[config.mk]
export PLATFORM = sky130hd
export DESIGN_NAME = tcc_core
export DESIGN_NICKNAME = d
export VERILOG_FILES = /design/src/inc/tcc_pkg.sv /design/src/rtl/tcc_core.sv /design/src/rtl/tcc_prescale.sv /design/src/rtl/tcc_regs.sv
export VERILOG_INCLUDE_DIRS = /design/src /design/src/inc
export SDC_FILE = /design/constraint.sdc
export NUM_CORES = 1
export LEC_CHECK = 0
export BUFFER_PORTS_ARGS = -buffer_cell sky130_fd_sc_hd__buf_2
export CORE_MARGIN = 2
export CORE_UTILIZATION = 40
export CTS_CLUSTER_DIAMETER = 40
export DETAILED_ROUTE_END_ITERATION = 10
export PLACE_DENSITY = 0.59
export SYNTH_ARGS = -nofsm -noshare
export SYNTH_HDL_FRONTEND = slang
export SYNTH_SLANG_ARGS = --single-unit
[constraint.sdc]
create_clock -name clk -period 3.1 [get_ports clk]
set_input_delay 0.62 -clock clk [delete_from_list [all_inputs] [get_ports clk]]
set_output_delay 0.62 -clock clk [all_outputs]
set_load 0.02 [all_outputs]
[src/inc/tcc_cfg.svh]
// timer core constants: register offsets, field positions, reset values
// assumes inclusion by the package and the design files
`ifndef TCC_CFG_SVH
`define TCC_CFG_SVH

// register offsets on the plain register port
`define TCC_ADDR_W        3
`define TCC_OFS_STATUS    3'h0
`define TCC_OFS_CNT_HI    3'h1
`define TCC_OFS_CNT_LO    3'h2
`define TCC_OFS_MOD_HI    3'h3
`define TCC_OFS_MOD_LO    3'h4

// status/control field positions
`define TCC_BIT_OVF       7
`define TCC_BIT_OVF_IE    6
`define TCC_BIT_HALT      5
`define TCC_BIT_CRST      4
`define TCC_PS_HI         2
`define TCC_PS_LO         0

// reset values, external clock select code and prescaler width
`define TCC_PS_RESET      3'h0
`define TCC_MOD_RESET     16'hFFFF
`define TCC_CNT_RESET     16'h0000
`define TCC_PS_EXT        3'h7
`define TCC_PRE_W         6

`endif

[src/inc/tcc_pkg.sv]
// timer core types
// assumes tcc_cfg.svh is on the include path
package tcc_pkg;
    `include "tcc_cfg.svh"

    // register port request
    typedef struct packed {
        logic [`TCC_ADDR_W-1:0] addr;
        logic [7:0]             wdata;
        logic                   wr;
        logic                   rd;
    } tcc_req_t;

    // channel-facing counter view
    typedef struct packed {
        logic [15:0] count;
        logic        ovf_evt;
        logic        halted;
    } tcc_cnt_t;

    // two-step clear sequence states
    typedef enum logic [1:0] {
        TCC_CLR_IDLE  = 2'b00,
        TCC_CLR_ARMED = 2'b01
    } tcc_clr_t;
endpackage

[src/rtl/tcc_core.sv]
// timer counter core: status/control, counter, latched reads, modulo
// assumes synchronous inputs and a one-cycle-latency register port
// How it works
// - stop mode blocks counting and register writes, registers and counter keep values
// - break halts the counter
// - with break clear enable 1, clears during break take effect
// - with break clear enable 0, break accesses leave the overflow flag and its clear sequence unchanged
// - three-bit select picks bus divide 1..64 or external clock
// - channel zero pin forced input when it clocks the counter
// - six channels configurable; zero, two, four buffered (outside core)
// - overflow flag clears by read-with-flag-set then write 0
// - irq when flag and enable set; reset clears both
// - halt bit stops counting; reset sets halt
// - halt bit inhibits input captures
// - counter reset bit clears counter and prescaler, reads 0
// - halt plus counter reset leaves counter halted at zero
// - high byte read latches low byte until low read
// - counter cleared by reset and by counter reset bit
// - low latch survives a break end if unread
// - counter equal to modulo sets flag and restarts at zero
// - modulo high write suppresses overflow until low write
// - reset sets modulo registers to all ones
// - timer runs in wait mode; enabled irq wakes processor
//
// Added by the designer: the strobed register port and the register addresses.
`timescale 1ns/1ps
module tcc_core (
    // clock and reset
    input  wire logic              clk,
    input  wire logic              rst_n,
    // register port
    input  tcc_pkg::tcc_req_t      req,
    output logic [7:0]             rdata,
    // system mode inputs
    input  wire logic              stop_mode,
    input  wire logic              break_active,
    input  wire logic              break_clear_enable,
    // pins
    input  wire logic              channel_zero_pin,
    output logic                   channel_zero_force_input,
    // channel side and interrupt
    output tcc_pkg::tcc_cnt_t      cnt_out,
    output logic                   capture_inhibit,
    output logic                   overflow_irq
);
    import tcc_pkg::*;

    logic        overflow_flag_reg;
    logic        overflow_irq_enable_reg;
    logic        counter_halt_reg;
    logic [2:0]  clock_prescale_select_reg;
    logic [15:0] count_reg;
    logic [7:0]  lo_latch_reg;
    logic        lo_latched_reg;
    logic [7:0]  rdata_reg;
    tcc_clr_t    clr_reg;
    tcc_clr_t    clr_next;

    logic        sel_status;
    logic        sel_cnt_hi;
    logic        sel_cnt_lo;
    logic        sel_mod_hi;
    logic        sel_mod_lo;
    logic        wr_status;
    logic        rd_status;
    logic        rd_cnt_hi;
    logic        rd_cnt_lo;
    logic        status_touch_ok;
    logic        crst;
    logic        run;
    logic        tick;
    logic        at_modulo;
    logic        ovf_evt;
    logic        ovf_clear;
    logic [15:0] modulo;
    logic        mod_inhibit;
    logic [7:0]  status_view;
    logic [7:0]  rd_mux;

    // address decode
    assign sel_status = (req.addr == `TCC_OFS_STATUS);
    assign sel_cnt_hi = (req.addr == `TCC_OFS_CNT_HI);
    assign sel_cnt_lo = (req.addr == `TCC_OFS_CNT_LO);
    assign sel_mod_hi = (req.addr == `TCC_OFS_MOD_HI);
    assign sel_mod_lo = (req.addr == `TCC_OFS_MOD_LO);
    assign wr_status  = req.wr & sel_status;
    assign rd_status  = req.rd & sel_status;
    assign rd_cnt_hi  = req.rd & sel_cnt_hi;
    assign rd_cnt_lo  = req.rd & sel_cnt_lo;

    // clears allowed in break only with enable; else frozen
    assign status_touch_ok = ~break_active | break_clear_enable;

    // write-only reset strobe, never stored; ignored in stop
    assign crst = wr_status & ~stop_mode & req.wdata[`TCC_BIT_CRST];

    // stop mode; break; halt bit all stop counting
    assign run = ~counter_halt_reg & ~break_active & ~stop_mode;

    // channel zero pin treated as input when it is the clock
    assign channel_zero_force_input =
        (clock_prescale_select_reg == `TCC_PS_EXT);

    assign capture_inhibit = counter_halt_reg;

    tcc_prescale u_pre (
        .clk     (clk),
        .rst_n   (rst_n),
        .clr     (crst),
        .run     (run),
        .sel     (clock_prescale_select_reg),
        .ext_clk (channel_zero_pin),
        .tick    (tick)
    );

    tcc_regs u_mod (
        .clk     (clk),
        .rst_n   (rst_n),
        .wr_hi   (req.wr & sel_mod_hi & ~stop_mode),
        .wr_lo   (req.wr & sel_mod_lo & ~stop_mode),
        .wdata   (req.wdata),
        .modulo  (modulo),
        .inhibit (mod_inhibit)
    );

    // overflow when counter equals modulo on a tick
    assign at_modulo = (count_reg == modulo);
    assign ovf_evt   = tick & at_modulo & ~crst;

    // second step is a write of 0 to the flag after an armed read
    assign ovf_clear = wr_status & ~req.wdata[`TCC_BIT_OVF] &
                       (clr_reg == TCC_CLR_ARMED) & status_touch_ok &
                       ~stop_mode;

    // clear sequence arming; no arming or disarm in break without enable; stop blocks only disarm
    always_comb begin
        clr_next = clr_reg;
        case (clr_reg)
            TCC_CLR_IDLE: begin
                if (rd_status && overflow_flag_reg && status_touch_ok)
                    clr_next = TCC_CLR_ARMED;
            end
            TCC_CLR_ARMED: begin
                if (ovf_evt || ovf_clear)
                    clr_next = TCC_CLR_IDLE;
            end
            default: clr_next = TCC_CLR_IDLE;
        endcase
    end

    // sixteen-bit counter; cleared by reset bit
    always_ff @(posedge clk) begin
        if (!rst_n) begin
            count_reg <= `TCC_CNT_RESET;
        end else if (crst) begin
            count_reg <= `TCC_CNT_RESET;
        end else if (tick) begin
            count_reg <= at_modulo ? `TCC_CNT_RESET
                                   : count_reg + 16'h0001;
        end
    end

    // set wins over clear; inhibit blocks the set
    always_ff @(posedge clk) begin
        if (!rst_n) begin
            overflow_flag_reg <= 1'b0;
            clr_reg           <= TCC_CLR_IDLE;
        end else begin
            clr_reg <= clr_next;
            if (ovf_evt && !mod_inhibit)
                overflow_flag_reg <= 1'b1;
            else if (ovf_clear)
                overflow_flag_reg <= 1'b0;
        end
    end

    // control bits, halt set by reset, enable cleared
    always_ff @(posedge clk) begin
        if (!rst_n) begin
            overflow_irq_enable_reg   <= 1'b0;
            counter_halt_reg          <= 1'b1;
            clock_prescale_select_reg <= `TCC_PS_RESET;
        end else if (wr_status && !stop_mode) begin
            overflow_irq_enable_reg   <= req.wdata[`TCC_BIT_OVF_IE];
            counter_halt_reg          <= req.wdata[`TCC_BIT_HALT];
            clock_prescale_select_reg <=
                req.wdata[`TCC_PS_HI:`TCC_PS_LO];
        end
    end

    // high read latches low byte until low read; kept
    always_ff @(posedge clk) begin
        if (!rst_n) begin
            lo_latch_reg   <= 8'h00;
            lo_latched_reg <= 1'b0;
        end else if (rd_cnt_hi && !lo_latched_reg) begin
            lo_latch_reg   <= count_reg[7:0];
            lo_latched_reg <= 1'b1;
        end else if (rd_cnt_lo) begin
            lo_latched_reg <= 1'b0;
        end
    end

    // status view; reset bit always reads 0
    assign status_view = {overflow_flag_reg, overflow_irq_enable_reg,
                          counter_halt_reg, 1'b0, 1'b0,
                          clock_prescale_select_reg};

    // read select, unmapped reads 0
    assign rd_mux = sel_status ? status_view :
                    sel_cnt_hi ? count_reg[15:8] :
                    sel_cnt_lo ? (lo_latched_reg ? lo_latch_reg
                                                 : count_reg[7:0]) :
                    sel_mod_hi ? modulo[15:8] :
                    sel_mod_lo ? modulo[7:0] : 8'h00;

    // read data one cycle after strobe, then zero
    always_ff @(posedge clk) begin
        if (!rst_n)
            rdata_reg <= 8'h00;
        else
            rdata_reg <= req.rd ? rd_mux : 8'h00;
    end
    assign rdata = rdata_reg;

    // irq level; stays live in wait mode
    assign overflow_irq = overflow_flag_reg & overflow_irq_enable_reg;

    // one counter view shared by all six channels
    assign cnt_out.count   = count_reg;
    assign cnt_out.ovf_evt = ovf_evt;
    assign cnt_out.halted  = ~run;
endmodule

[src/rtl/tcc_prescale.sv]
// timer core prescaler and external clock edge detection
// assumes ext pin already synchronous to clk
`timescale 1ns/1ps
module tcc_prescale (
    // clock and reset
    input  wire logic       clk,
    input  wire logic       rst_n,
    // control
    input  wire logic       clr,
    input  wire logic       run,
    input  wire logic [2:0] sel,
    input  wire logic       ext_clk,
    // tick out
    output logic            tick
);
    import tcc_pkg::*;

    logic [`TCC_PRE_W-1:0] div_reg;
    logic                  ext_reg;
    logic                  div_tick;
    logic                  ext_rise;

    // divider taps: code n below 7 ticks every 2^n bus clocks
    assign div_tick = (sel == 3'h0) ? 1'b1 :
        ((div_reg & ((`TCC_PRE_W'(1) << sel) - `TCC_PRE_W'(1)))
         == `TCC_PRE_W'(0));
    assign ext_rise = ext_clk & ~ext_reg;
    assign tick = run & ((sel == `TCC_PS_EXT) ? ext_rise : div_tick);

    // free divider, cleared with counter reset, frozen when halted;
    // pin history keeps tracking so a reset bit makes no false edge
    always_ff @(posedge clk) begin
        if (!rst_n) begin
            div_reg <= '0;
            ext_reg <= 1'b0;
        end else begin
            ext_reg <= ext_clk;
            if (clr)
                div_reg <= '0;
            else if (run)
                div_reg <= div_reg + `TCC_PRE_W'(1);
        end
    end
endmodule

[src/rtl/tcc_regs.sv]
// timer core modulo registers with overflow inhibit during byte pair write
// assumes single-cycle write strobe
`timescale 1ns/1ps
module tcc_regs (
    // clock and reset
    input  wire logic        clk,
    input  wire logic        rst_n,
    // writes
    input  wire logic        wr_hi,
    input  wire logic        wr_lo,
    input  wire logic [7:0]  wdata,
    // state
    output logic [15:0]      modulo,
    output logic             inhibit
);
    import tcc_pkg::*;

    logic [15:0] mod_reg;
    logic        inh_reg;

    assign modulo  = mod_reg;
    assign inhibit = inh_reg;

    // reset sets all bits; high write inhibits until low write
    always_ff @(posedge clk) begin
        if (!rst_n) begin
            mod_reg <= `TCC_MOD_RESET;
            inh_reg <= 1'b0;
        end else begin
            if (wr_hi) begin
                mod_reg[15:8] <= wdata;
                inh_reg       <= 1'b1;
            end
            if (wr_lo) begin
                mod_reg[7:0] <= wdata;
                inh_reg      <= 1'b0;
            end
        end
    end
endmodule

==> results of run 1 <==
[metrics by stage]
step	cells	power, W	hold WS [ns]	util
after global routing	568	0.00183	0.465	0.478
after global placement	551	0.000976	0.429	0.449
final	568	0.00177	0.450	0.478
after detailed placement	551	0.000976	0.435	0.449
after CTS	567	0.00177	0.448	0.477
after floorplan	416	0.000937	0.412	-
[how the worst max path moves through the flow]
| stage | startpoint | end | slack, ns | depth (start not counted) |
|---|---|---|---|---|
| 5_1_grt | clock_prescale_select_reg[2] | cnt_out[1] | 0.03 | 9 |
| 3_3_place_gp | clock_prescale_select_reg[0] | count_reg[9] | 0.43 | 9 |
| 3_5_place_dp | clock_prescale_select_reg[0] | count_reg[9] | 0.35 | 9 |
| 2_1_floorplan | clock_prescale_select_reg[0] | cnt_out[1] | 0.22 | 12 |
| 6_report | clock_prescale_select_reg[2] | cnt_out[1] | 0.17 | 9 |
| 4_1_cts | clock_prescale_select_reg[0] | cnt_out[1] | 0.08 | 9 |
[worst register-to-register path, stage by stage (launching register included)]
cell and delay (ns):
dfxtp_2 0.37, nor3_2 0.23, inv_1 0.06, ha_1 0.24, nand4b_1 0.10, nand3_1 0.08
a221o_1 0.38, a211o_1 0.47, or4_1 0.57, a21oi_1 0.15
[layer usage]
| metal | up-vias | share of wire |
|---|---|---|
| li1 | 1529 | - |
| met1 | 1421 | 0.47 |
| met2 | 94 | 0.46 |
| met3 | 17 | 0.050 |
| met4 | 0 | 0.023 |
| met5 | - | 0 |
[kinds of logic (layout without fill, tap and decap cells)]
logic type,Yosys count,count (layout),synth area share
mux,27,27,0.0807
xor+xnor,21,21,0.0550
fa+ha+maj,3,3,0.0112
flops,64,64,0.383
buf+inv,38,85,0.0508
compound gates,73,73,0.134
simple gates,190,190,0.285
[Yosys cell counts (all sizes together), types with 6 or more instances]
library cell | number | area [um^2]
nand2 | 58 | 218
inv | 7 | 26.3
o211ai | 6 | 45.0
nor2 | 38 | 143
and2 | 7 | 43.8
nand4 | 8 | 50.1
mux2i | 27 | 270
xnor2 | 19 | 166
clkbuf | 19 | 71.3
nor2b | 23 | 144
a21oi | 26 | 130
buf | 12 | 72.6
o21ai | 20 | 100
dfxtp | 64 | 1280
nand3 | 26 | 130
o41ai | 6 | 52.6
[where the power goes]
part           total, W  internal [W]  leakage (nW)  switching (W)
Combinational  0.000116     0.0000452         0.916      0.0000703
Clock          0.000805      0.000474         0.106       0.000332
Sequential     0.000844      0.000832         0.519      0.0000121
[final cells by class]
class,count,share of cell area
Clock inverter,5,0.0205
Multi-Input combinational cell,314,0.486
Sequential cell,64,0.328
Timing Repair Buffer,62,0.0889
Clock buffer,11,0.0361
Tap cell,105,0.0336
Inverter,7,0.00672
[what timing repair did]
action | in CTS | in global routing
setup endpoints to repair | 0 | 1
hold endpoints to repair | 0 | 0
buffers inserted | 0 | 1
resized for setup | 0 | 3
==> impl_metrics.env, run 1 <==
export IMPL_netlist_area_um2=3350
export IMPL_clock_latency_ns=0.34
export IMPL_area_growth_syn_to_layout_pct=16.9
export IMPL_track_usage=0.214
export IMPL_critical_path_top_delay_family="compound AO/OA/AOI/OAI gates"
export IMPL_cts_buffer_depth=2
export IMPL_crit_chain="nor3_2, inv_1, ha_1, nand4b_1, nand3_1, a221o_1, a21o_2, nor2_1, buf_2"
export IMPL_status="completed"
export IMPL_drv_slew=0
export IMPL_rsz0062_at_grt="no"
export IMPL_tightest_slew_ns=0.678
export IMPL_power_density_nw_per_um2=451
export IMPL_fin_skew_ns=0.00675
export IMPL_n_fill_cell=818
export IMPL_ir_worst_vdd_v=0.000313
export IMPL_finalSetupViolCount=0
export IMPL_synth_async_reset_ratio=0
export IMPL_gr_total_overflow=0
export IMPL_grt_use_met2=0.327
export IMPL_routed_via_count=3061
export IMPL_ys_seq_area_frac=0.383
export IMPL_dpl_cell_area_um2=3670
export IMPL_grt_pass1_wl_um=14700
export IMPL_hold_class="register to register"
export IMPL_avgSynthCellArea_um2=8.05
export IMPL_slowest_stage="a221o_1"
export IMPL_grt_max_degree=36
export IMPL_cts_hold_buf=0
export IMPL_grt_most_used_layer="met2"
export IMPL_startpoint_type="register"
export IMPL_route_detailed_wl_per_inst_um=16.3
export IMPL_finalSetupTns_ns=0
export IMPL_use_met3=0.0379
export IMPL_finalNetCount=480
export IMPL_start_util=0.409
export IMPL_slowest_delay_ns=0.38
export IMPL_gp_congestion=0.818
export IMPL_antenna_left=0
export IMPL_synth_cell_types=48
export IMPL_ys_ff_latch=64
export IMPL_cts_tree="done"
export IMPL_die_h_um=95.5
export IMPL_hold_violations=0
export IMPL_r2r_start="clock_prescale_select_reg[2]"
export IMPL_critPathKind="register to output port"
export IMPL_die_w_um=95.5
export IMPL_antenna_found_initial=0
export IMPL_rrSetupSlack_ns=0.38
export IMPL_drv_cap=0
export IMPL_final_area_um2=3910
export IMPL_min_from="u_mod.inhibit"
export IMPL_max_slew_margin=0.545
export IMPL_port_buffers=47
export IMPL_fmax_ghz=0.342
export IMPL_drive_above_1_share=0.186
export IMPL_regArea_um2=1280
export IMPL_dp_slack_ns=0.346
export IMPL_core_um2=8180
export IMPL_clkTransAtPathRegs_ns=0.07
export IMPL_grt_use_met1=0.300
export IMPL_ios=48
export IMPL_dieArea_um2=9120
export IMPL_synth_edff_count=0
export IMPL_final_common_cell="dfxtp_1"
export IMPL_final_cell_mix="62 x dfxtp_1, 58 x nand2_1, 47 x buf_2"
export IMPL_hold_path_depth=1
export IMPL_p_leak_nw=1.54
export IMPL_synth_main_ff_cell="dfxtp_1"
export IMPL_vias_per_cell=5.39
export IMPL_whs_endpoint="overflow_flag_reg"
export IMPL_syn_inst=416
export IMPL_multi_input_area_um2=1900
export IMPL_ys_warn_count=0
export IMPL_synth_nets=438
export IMPL_timing_rr_end="count_reg[9]"
export IMPL_drt_total_wl_um=9240
export IMPL_critPathRequiredTime_ns=2.48
export IMPL_num_rows=33
export IMPL_crit_buf_inv=2
export IMPL_crit_fanout=8
export IMPL_root_buffer="clkbuf_8"
export IMPL_min_period_ns=2.93
export IMPL_arrival_ns=2.31
export IMPL_cts_sinks=64
export IMPL_n_antenna_cell=0
export IMPL_first_pass_iters=5
export IMPL_r2r_cells=9
export IMPL_dp_hpwl_um=6690
export IMPL_htree_levels=3
export IMPL_drc=0
export IMPL_grt_pass1_vias=2773
export IMPL_drt_iter0_markers=245
export IMPL_cp_end_kind="output port"
export IMPL_final_period_utilization=0.944
export IMPL_numCtsBuffers=9
export IMPL_setup_slack_ns=0.172
Power figures use the tool's default switching activity.
==> inputs of run 2 (changes only) <==
SYNTH_HIERARCHICAL = 1   (was unset)
==> impl_metrics.env, run 2 <==
export IMPL_status="finished with violations"
export IMPL_violations="negative setup slack"
export IMPL_dp_hpwl_um=6680
export IMPL_area_growth_syn_to_layout_pct=17.7
export IMPL_slowest_stage="or3_4"
export IMPL_ys_ff_latch=64
export IMPL_clock_latency_ns=0.35
export IMPL_port_buffers=47
export IMPL_min_period_ns=3.26
export IMPL_gp_congestion=0.868
export IMPL_grt_max_degree=26
export IMPL_synth_cell_types=55
export IMPL_drt_iter0_markers=246
export IMPL_ios=48
export IMPL_synth_nets=402
export IMPL_vias_per_cell=5.44
export IMPL_holdWs_ns=0.485
export IMPL_grt_pass1_vias=2630
export IMPL_crit_chain="or3_4, ha_4, inv_2, a221oi_2, o21ai_1, a311oi_1, buf_4, nand2_4, nor3_4, and3b_2, buf_6"
export IMPL_min_from="channel_zero_pin"
export IMPL_cts_buffer_depth=2
export IMPL_avgSynthCellArea_um2=8.89
export IMPL_ir_worst_vdd_v=0.000223
export IMPL_gr_total_overflow=0
export IMPL_critPathRequiredTime_ns=2.48
export IMPL_arrival_ns=2.64
export IMPL_syn_inst=380
export IMPL_root_buffer="clkbuf_8"
export IMPL_synth_edff_count=0
export IMPL_htree_levels=3
export IMPL_fin_cells=534
export IMPL_ys_warn_count=6
export IMPL_die_h_um=95.9
export IMPL_die_w_um=95.9
export IMPL_numCtsBuffers=9
export IMPL_yosys_top_cells_area="dfxtp_1 38%, mux2i_1 10%, xnor2_1 8.0%, nand2_1 4.1%, nor2_1 3.8%"
export IMPL_startpoint_type="register"
export IMPL_first_pass_iters=4
export IMPL_setup_slack_ns=-0.157
export IMPL_max_slew_margin=0.545
export IMPL_netlist_area_um2=3380
export IMPL_final_cell_mix="62 x dfxtp_1, 46 x buf_2, 36 x nand2_1"
export IMPL_finalSetupViolCount=1
export IMPL_cp_end_kind="output port"
export IMPL_synth_main_ff_cell="dfxtp_1"
export IMPL_grt_pass1_wl_um=14400
export IMPL_crit_fanout=2
export IMPL_clkTransAtPathRegs_ns=0.07
export IMPL_num_rows=33
export IMPL_drv_cap=0
export IMPL_drive_above_1_share=0.240
export IMPL_cp_startpoint="clock_prescale_select_reg[0]"
export IMPL_fin_skew_ns=0.0108
export IMPL_drv_slew=0
export IMPL_final_util=0.484
export IMPL_fmax_ghz=0.307
export IMPL_n_antenna_cell=0
export IMPL_synth_async_reset_ratio=0
export IMPL_slowest_delay_ns=0.40
export IMPL_finalSetupTns_ns=-0.157
export IMPL_power_density_nw_per_um2=424
export IMPL_antenna_found_initial=0
export IMPL_route_detailed_wl_per_inst_um=17.4
export IMPL_rsz0062_at_grt="yes"
export IMPL_synth_most_common_cell="dfxtp_1"
export IMPL_routed_via_count=2906
export IMPL_ys_seq_area_frac=0.379
export IMPL_track_usage=0.211
export IMPL_core_um2=8220
export IMPL_r2r_start="clock_prescale_select_reg[0]"
export IMPL_final_common_cell="dfxtp_1"
export IMPL_critPathKind="register to output port"
export IMPL_finalNetCount=446
export IMPL_drt_total_wl_um=9300
export IMPL_dieArea_um2=9200
export IMPL_antenna_left=0
export IMPL_cts_sinks=64
export IMPL_start_util=0.411
export IMPL_synth_commonest_cells="64 x dfxtp_1, 37 x nand2_1, 34 x mux2i_1, 34 x nor2_1, 31 x xnor2_1"
export IMPL_power_w=0.00169
export IMPL_cts_hold_buf=0
export IMPL_yosysTopAreaCellShare=0.379
export IMPL_drc=0
export IMPL_final_period_utilization=1.05
export IMPL_hold_violations=0
export IMPL_hold_class="primary input to register"
export IMPL_p_leak_nw=1.51
export IMPL_place_inst=518
export IMPL_yosys_area_top_type="dfxtp_1"
export IMPL_cts_tree="done"
export IMPL_tightest_slew_ns=0.672
[run 2: cell count changes after synthesis, moves of 6 or more]
| cell | previous run | this run |
|---|---|---|
| a211oi_1 | 0 | 14 |
| a21oi_1 | 26 | 14 |
| a2bb2oi_1 | 0 | 9 |
| clkbuf_1 | 19 | 12 |
| mux2i_1 | 27 | 34 |
| nand2_1 | 58 | 37 |
| nand3_1 | 26 | 12 |
| nor2b_1 | 23 | 6 |
| o211ai_1 | 6 | 0 |
| o21ai_0 | 20 | 4 |
| o22ai_1 | 0 | 6 |
| xnor2_1 | 19 | 31 |
[run 2: final timing paths]
kind | endpoint | slack, ns | depth (start not counted)
worst max-delay path | cnt_out[1] | -0.16 | 11
worst min-delay path | u_pre/ext_reg | 0.49 | 2
worst max register to register | count_reg[15] | 0.19 | 12
worst min register to register | overflow_irq_enable_reg | 0.50 | 2
[run 2: routing by layer]
metal  up-vias  track usage  part of all wire
met5         -            0                 0
met1      1365        0.297              0.48
met2        87        0.322              0.45
met4         0       0.0786             0.014
met3        12       0.0352             0.059
li1       1442            -                 -
[run 2: worst max-delay path, delay by kind of cell (launching register included)]
kind,cells,cell delay (ns)
adder cells (fa/ha/maj),1,0.27
AND/OR/NAND/NOR,4,0.78
AO/OA/AOI/OAI,3,0.58
flip-flops,1,0.32
buffers and inverters,3,0.33
[run 2: layout make-up]
type,count,area [um^2]
fillers,812,4240
multi-input cells,277,1970
flip-flops and latches,64,1280
repair buffers,64,369
well taps,105,131
clock buffers,9,124
clock inverters,7,72.6
inverters,8,30.0
[run 2: report_power, final]
group | leakage, nW | internal [W] | switching, W
logic | 0.899 | 0.0000523 | 0.0000783
registers | 0.519 | 0.000831 | 0.00000988
clock network | 0.0952 | 0.000370 | 0.000346
total | 1.51 | 0.00125 | 0.000435
[run 2: cells by family (layout without fill, tap and decap cells)]
kind of cell               after synthesis  in the layout  synth area share
muxes                                   34             34             0.101
DFF                                     64             64             0.379
AOI/OAI and AO/OA                       69             69             0.148
buffers and inverters                   39             88            0.0563
and+or+nand+nor                        135            135             0.211
adders and majority gates                3              3            0.0111
xor gates and xnor gates                36             36            0.0933
[run 2: stage by stage]
step	worst slack, ns	instance area [um^2]
floorplan	0.0183	3390
global placement	0.128	3730
detailed placement	0.112	3730
CTS	-0.172	3960
global route	-0.313	3980
finish	-0.157	3980
[run 2: timing repair]
action,CTS,global route
setup buffers,1,0
cloned,0,0
endpoints found under the setup margin,1,8
pin swaps,5,4
gates resized for setup,8,5
